`src/pkg/giocfg_pkg.sv`:
```
// Purpose: Shared constants and types for the global I/O configuration register block
// Assumes: APB slave, 32-bit data, 16-bit register in the low bits
// Notes:   Field positions of the global operational configuration word
package giocfg_pkg;
	localparam logic [11:0] GIOCFG_GOC_ADDR    = 12'h008;
	localparam int          GIOCFG_REG_W       = 16;
	localparam int          GIOCFG_BIT_GPVAL   = 13;
	localparam int          GIOCFG_BIT_GPDIR   = 12;
	localparam int          GIOCFG_BIT_RXBYP   = 11;
	localparam int          GIOCFG_BIT_TXBYP   = 10;
	localparam int          GIOCFG_BIT_WIDESEL = 7;
	localparam int          GIOCFG_BIT_OEN     = 4;
	localparam logic [1:0]  GIOCFG_WIDTH_64    = 2'h3;
	localparam logic [15:0] GIOCFG_RW_MASK     = 16'h3cff;
	localparam logic [15:0] GIOCFG_RESET_VAL   = 16'h0000;
	localparam logic [31:0] GIOCFG_ZERO32      = 32'h0000_0000;
endpackage

```
`src/pkg/giocfg_gate_if.sv`:
```
// Purpose: Carries configuration bits and gate results between the register file and the gating logic
// Assumes: Single clock domain
// Notes:   Register side drives config, gate side drives enables
`timescale 1ns/1ns
interface giocfg_gate_if;
	logic       rx_output_gate_bypass;
	logic       tx_output_gate_bypass;
	logic       cellbus_output_enable_bit;
	logic       cellbus_output_enable_pin;
	logic       wide_bus_pin_select;
	logic [1:0] rx_bus_width;
	logic [1:0] tx_bus_width;
	logic       rx_oe;
	logic       tx_oe;
	logic       wide_alt_pins;
	modport regs (output rx_output_gate_bypass, output tx_output_gate_bypass,
		output cellbus_output_enable_bit, output cellbus_output_enable_pin,
		output wide_bus_pin_select, output rx_bus_width, output tx_bus_width,
		input rx_oe, input tx_oe, input wide_alt_pins);
	modport gate (input rx_output_gate_bypass, input tx_output_gate_bypass,
		input cellbus_output_enable_bit, input cellbus_output_enable_pin,
		input wide_bus_pin_select, input rx_bus_width, input tx_bus_width,
		output rx_oe, output tx_oe, output wide_alt_pins);
endinterface

```
`src/giocfg_gate.sv`:
```
// Purpose: Cell-bus output gating and wide-bus pin selection
// Assumes: Inputs synchronous to clk_sys
// Notes:   Purely combinational
`timescale 1ns/1ns
module giocfg_gate
	import giocfg_pkg::*;
(
	giocfg_gate_if.gate g // Configuration in, enables out
);
	import giocfg_pkg::*;

	logic en_ok;

	always_comb begin
		en_ok = g.cellbus_output_enable_pin & g.cellbus_output_enable_bit; // see RULE10
		g.rx_oe = g.rx_output_gate_bypass | en_ok; // see RULE5 see RULE6
		g.tx_oe = g.tx_output_gate_bypass | en_ok; // see RULE7
		g.wide_alt_pins = g.wide_bus_pin_select &
			((g.rx_bus_width == GIOCFG_WIDTH_64) | (g.tx_bus_width == GIOCFG_WIDTH_64)); // see RULE8
	end
endmodule

```
`src/giocfg_top.sv`:
```
// Purpose: Global operational configuration register with generic pin and cell-bus gating controls
// Assumes: APB slave, synchronous active-high reset, inputs synchronous to clk_sys
// Notes:   Bus widths arrive from the bus configuration registers elsewhere in the device
//
// Overview of operation
// RULE1 - Direction bit 0 makes generic pin input, 1 makes it output.
// RULE2 - As input, value bit is read-only and reads the pin level.
// RULE3 - As output, value bit is writable and sets pin level; 0 drives low.
// RULE4 - As output, writing 1 to value bit drives the pin high.
// RULE5 - Without rx bypass, rx outputs tristate if enable pin or enable bit low.
// RULE6 - With rx bypass set, rx outputs stay driven regardless of enables.
// RULE7 - Without tx bypass, tx outputs tristate if enable pin or enable bit low.
// RULE8 - Wide pin select matters only when a bus width field selects 64 bits.
// RULE9 - Direction, value, bypass and wide select bits reset to 0; 15:14, 9:8 unused.
// RULE10 - Enable bit 0 holds cell-bus outputs high impedance; 1 operates normally.
// RULE11 - Software configures the cell bus fully before setting the enable bit.
//
// Register access over APB was decided locally.
`timescale 1ns/1ns
module giocfg_top
	import giocfg_pkg::*;
(
	input  wire logic        clk_sys,                   // System clock 250 MHz
	input  wire logic        reset,                     // Synchronous active-high reset
	input  wire logic        psel,                      // APB select
	input  wire logic        penable,                   // APB enable
	input  wire logic        pwrite,                    // APB write
	input  wire logic [11:0] paddr,                     // APB byte address
	input  wire logic [31:0] pwdata,                    // APB write data
	output logic      [31:0] prdata,                    // APB read data
	output logic             pready,                    // APB ready
	output logic             pslverr,                   // APB error, unmapped address
	input  wire logic        generic_io_pin_i,          // Generic pin level in
	output logic             generic_io_pin_o,          // Generic pin level out
	output logic             generic_io_pin_oe,         // Generic pin drive enable
	input  wire logic        cellbus_output_enable_pin, // External cell-bus enable pin
	input  wire logic [1:0]  rx_bus_width,              // Receive bus width field
	input  wire logic [1:0]  tx_bus_width,              // Transmit bus width field
	output logic             rx_bus_oe,                 // Receive cell-bus output enable
	output logic             tx_bus_oe,                 // Transmit cell-bus output enable
	output logic             wide_bus_alt_pins,         // Extra 32 lines on alternate pins
	output logic [15:0]      config_out                 // Stored configuration word
);
	import giocfg_pkg::*;

	typedef struct packed {
		logic [15:0] cfg;
		logic        pin_val;
		logic [31:0] rdata;
	} giocfg_state_t;

	giocfg_state_t st_reg;
	giocfg_state_t st_next;
	giocfg_gate_if gif ();

	logic        hit;
	logic        wr;
	logic        rd;
	logic [15:0] wv;
	logic [15:0] rv;

	giocfg_gate u_gate (
		.g (gif.gate)
	);

	assign gif.rx_output_gate_bypass     = st_reg.cfg[GIOCFG_BIT_RXBYP];
	assign gif.tx_output_gate_bypass     = st_reg.cfg[GIOCFG_BIT_TXBYP];
	assign gif.cellbus_output_enable_bit = st_reg.cfg[GIOCFG_BIT_OEN];
	assign gif.cellbus_output_enable_pin = cellbus_output_enable_pin;
	assign gif.wide_bus_pin_select       = st_reg.cfg[GIOCFG_BIT_WIDESEL];
	assign gif.rx_bus_width              = rx_bus_width;
	assign gif.tx_bus_width              = tx_bus_width;

	always_comb begin
		hit = (paddr == GIOCFG_GOC_ADDR);
		wr  = psel & penable & pwrite & hit;
		rd  = psel & penable & ~pwrite & hit;
		wv  = pwdata[GIOCFG_REG_W-1:0] & GIOCFG_RW_MASK; // see RULE9
		rv  = st_reg.cfg;
		// Value bit reads the pin when input, the stored level when output
		if (st_reg.cfg[GIOCFG_BIT_GPDIR]) begin
			rv[GIOCFG_BIT_GPVAL] = st_reg.cfg[GIOCFG_BIT_GPVAL];
		end else begin
			rv[GIOCFG_BIT_GPVAL] = st_reg.pin_val; // see RULE2
		end
		st_next         = st_reg;
		st_next.pin_val = generic_io_pin_i;
		if (wr) begin
			st_next.cfg = wv;
			// Value bit is writable only while the pin is an output
			if (st_reg.cfg[GIOCFG_BIT_GPDIR]) begin
				st_next.cfg[GIOCFG_BIT_GPVAL] = pwdata[GIOCFG_BIT_GPVAL]; // see RULE3 see RULE4
			end else begin
				st_next.cfg[GIOCFG_BIT_GPVAL] = st_reg.cfg[GIOCFG_BIT_GPVAL]; // see RULE2
			end
		end
		if (rd) begin
			st_next.rdata = {16'h0000, rv};
		end else if (psel & ~penable) begin
			st_next.rdata = GIOCFG_ZERO32;
		end
	end

	always_ff @(posedge clk_sys) begin
		if (reset) begin
			st_reg <= '{cfg: GIOCFG_RESET_VAL, pin_val: 1'b0, rdata: GIOCFG_ZERO32}; // see RULE9
		end else begin
			st_reg <= st_next;
		end
	end

	always_comb begin
		pready            = 1'b1;
		pslverr           = psel & penable & ~hit;
		prdata            = (psel & penable & ~pwrite & hit) ? {16'h0000, rv} : GIOCFG_ZERO32;
		generic_io_pin_oe = st_reg.cfg[GIOCFG_BIT_GPDIR]; // see RULE1
		generic_io_pin_o  = st_reg.cfg[GIOCFG_BIT_GPDIR] & st_reg.cfg[GIOCFG_BIT_GPVAL]; // see RULE3 see RULE4
		rx_bus_oe         = gif.rx_oe;
		tx_bus_oe         = gif.tx_oe;
		wide_bus_alt_pins = gif.wide_alt_pins;
		config_out        = st_reg.cfg;
	end
endmodule
```
`config.mk`:
```
export PLATFORM = sky130hd
export DESIGN_NAME = giocfg_top
export DESIGN_NICKNAME = d
export VERILOG_FILES = /design/src/pkg/giocfg_pkg.sv /design/src/pkg/giocfg_gate_if.sv /design/src/giocfg_gate.sv /design/src/giocfg_top.sv
export SDC_FILE = /design/constraint.sdc
export NUM_CORES = 1
export LEC_CHECK = 0
export ABC_AREA = 1
export BUFFER_PORTS_ARGS = -buffer_cell sky130_fd_sc_hd__buf_4
export CORE_ASPECT_RATIO = 1.75
export CORE_MARGIN = 2
export CORE_UTILIZATION = 34
export CTS_CLUSTER_DIAMETER = 150
export DETAILED_ROUTE_END_ITERATION = 12
export HOLD_SLACK_MARGIN = 0.12
export PLACE_DENSITY_LB_ADDON = 0.15
export SYNTH_ARGS = -nofsm -noshare
export SYNTH_HDL_FRONTEND = slang
export SYNTH_SLANG_ARGS = --single-unit
```
`constraint.sdc`:
```
create_clock -name clk_sys -period 1.1 [get_ports clk_sys]
set_clock_uncertainty 0.1 [all_clocks]
set_input_delay 0.055 -clock clk_sys [delete_from_list [all_inputs] [get_ports clk_sys]]
set_output_delay 0.055 -clock clk_sys [all_outputs]
set_load 0.02 [all_outputs]
```
==> key figures <==
CTS
  – Clock slew at reported path FFs: 0.06 ns
  – Sink Count: 13
  – CTS tree: built
  – CTS Buf Count: 3
  – Longest Clk Path Bufs: 2
  – Clk Latency, worst-skew pair: 0.24 ns
  – CTS H-tree lvls: 1
  – Clock Tree Root: clkbuf_8

Flow run
  – MaxCap Viol Count: 0

GRT
  – Vias in the first global route: 980
  – Global-route wire length before repair: 3.82 mm
  – Initial antenna violation count: 0
  – Largest net degree at the start of global routing: 23
  – GRT Util Overall: 14.6%
  – Total grt overflow: 0

Power
  – Peak VDD IR: 0.492 mV
  – LEAKAGE: 0.912 nW
  – Power Density: 713 nW/um^2

Critical path
  – Crit Path Category: reg2out
  – R2R depth: 4
  – Reg2reg start: config_out[12]$_SDFFE_PP0P_
  – Setup crit end kind: output port
  – Crit path required time: 0.94 ns
  – Setup slack, reg-to-reg: 0.27 ns
  – CP startpoint kind: register
  – Worst Path Arrival: 1.00 ns
  – Crit path from: config_out[12]$_SDFFE_PP0P_
  – CP max FO: 4
  – Crit path to: prdata[13]
  – Worst r2r dst: config_out[13]$_SDFFE_PP0P_

Min path
  – Hold/Removal Path Class: in2reg
  – Origin of the worst min-delay path: reset

Synthesis
  – Mapped Area: 1010 um^2
  – YS warnings: 0
  – Synth Instances: 162
  – Yosys reg bits: 13
  – Distinct cells, synth: 17
  – Syn_area_per_cell: 6.23 um^2
  – Sequential element share of the synthesized area: 25.8%

Drt
  – Initial DRC count: 8
  – Drt first pass iters: 4
  – ANT nets after route: 0
  – Final WL: 2.55 mm
  – DR WL/cell: 9.85 um
  – Via count: 1,056
  – Routed vias/inst: 4.08
  – # DRC: 0

STA
  – Achievable Freq: 0.865 GHz
  – Final hold viol count: 0
  – Unrepaired setup endpoints after global routing: true
  – Final setup violation count: 12
  – Setup ws final: -0.0555 ns
  – Hold Slack: 0.139 ns
  – Post-layout min period: 1.16 ns
  – Slew Limit Fails: 0
  – Crit share post-route: 105%

Final layout
  – Final core occ: 56.9%
  – Post-route non-filler standard cell count: 259
  – Share of layout cells above drive strength 1: 39.8%
  – P&R area growth vs syn: 61.3%
  – Largest register FFs: 12
  – Commonest non-fill, non-tap cell in the layout: buf_4
  – ANT cells: 0
  – Most frequent cells in the layout: buf_4, nor2_1, nand2_1, conb_1, inv_1
  – NumNets Final: 287

Place
  – Dpl cells: 240
  – Placed wire-length estimate: 1.96 mm
  – Port bufs: 64
  – Pre-CTS WS: -0.101 ns
  – Gp weighted congestion: 0.665

Die
  – Die Y: 76.1 um
  – Placement row count: 26
  – Initial Util: 35.3%
  – IO Count: 110
  – Core Box Area: 2860 um^2
  – Die ar.: 3440 um^2
  – Chip width: 45.2 um

Outcome
  – Failing checks: negative setup slack
  – Status: finished with violations
==> through the flow <==
| step | instance area [um^2] | TNS (ns) | power [mW] |
|---|---|---|---|
| after floorplan | 1100 | -0.154 | 0.657 |
| after global placement | 1350 | -0.646 | 0.691 |
| after detailed placement | 1350 | -1.01 | 0.694 |
| after CTS | 1590 | -0.127 | 1.16 |
| after global routing | 1630 | -1.05 | 1.22 |
| final | 1630 | -0.328 | 1.16 |
==> cell families (layout without fill, tap and decap cells) <==
kind of cell | count (synthesis) | after routing | synth area share, %
AO/OA/AOI/OAI | 5 | 5 | 2.48
other | 2 | 25 | 0.744
flip-flops | 13 | 13 | 25.8
buffers and inverters | 60 | 106 | 37.2
AND/OR/NAND/NOR | 82 | 82 | 33.8
==> where the power goes <==
part | switching, mW | internal [mW] | total (mW) | leakage [nW]
Combinational | 0.141 | 0.131 | 0.273 | 0.779
Sequential | 0.00121 | 0.471 | 0.472 | 0.107
Clock | 0.167 | 0.250 | 0.417 | 0.0255
Total | 0.309 | 0.852 | 1.16 | 0.912
==> area by class of cell <==
type / instances / area [um^2]
Multi-Input combinational cell: 112 / 508
Fill cell: 300 / 1230
Timing Repair Buffer: 83 / 701
Clock buffer: 3 / 41.3
Tap cell: 28 / 35.0
Inverter: 19 / 71.3
Sequential cell: 13 / 268
Clock inverter: 1 / 5.00
==> layer usage <==
layer | wire length [um] | track usage, % | vias up
li1 | - | - | 552
met1 | 802 | 13.5 | 451
met2 | 1510 | 27.0 | 49
met3 | 181 | 1.66 | 4
met4 | 60 | 10.0 | 0
met5 | 0 | 0 | -
==> cells in the mapped netlist <==
library cell,instances,area share (%)
nor2_1,43,16
buf_4,37,28
nand2_1,29,11
inv_1,19,7.1
dfxtp_1,13,26
a21oi_1,3,1.5
buf_2,3,1.5
conb_1,2,0.74
nand4_1,2,1.2
nor2_2,2,1.2
nor4_1,2,1.2
o21ai_0,2,0.99
and2_1,1,0.62
buf_6,1,1.1
nand2_2,1,0.62
nand3_2,1,0.99
nor2_4,1,1.1
==> worst max-delay path, stage by stage, from the launching register on <==
cell     delay [ns]
dfxtp_4        0.35
inv_1          0.12
a21oi_2        0.07
nor2_2         0.10
buf_6          0.13
==> worst min path at each step <==
stage	endpoint	slack, ns	depth (start not counted)
after floorplan	st_reg[32]$_SDFF_PP0_	0.03	1
after CTS	config_out[12]$_SDFFE_PP0P_	0.15	4
after global routing	config_out[11]$_SDFFE_PP0P_	0.19	4
after detailed placement	st_reg[32]$_SDFF_PP0_	0.13	2
final	config_out[12]$_SDFFE_PP0P_	0.14	4
after global placement	st_reg[32]$_SDFF_PP0_	0.12	2
==> timing repair <==
action | CTS | global route
hold buffers | 14 | 0
pin swaps | 2 | 2
gates resized for setup | 15 | 10
hold endpoints to repair | 13 | 0
endpoints found under the setup margin | 14 | 15
buffers inserted | 1 | 0
Power figures use the tool's default switching activity.
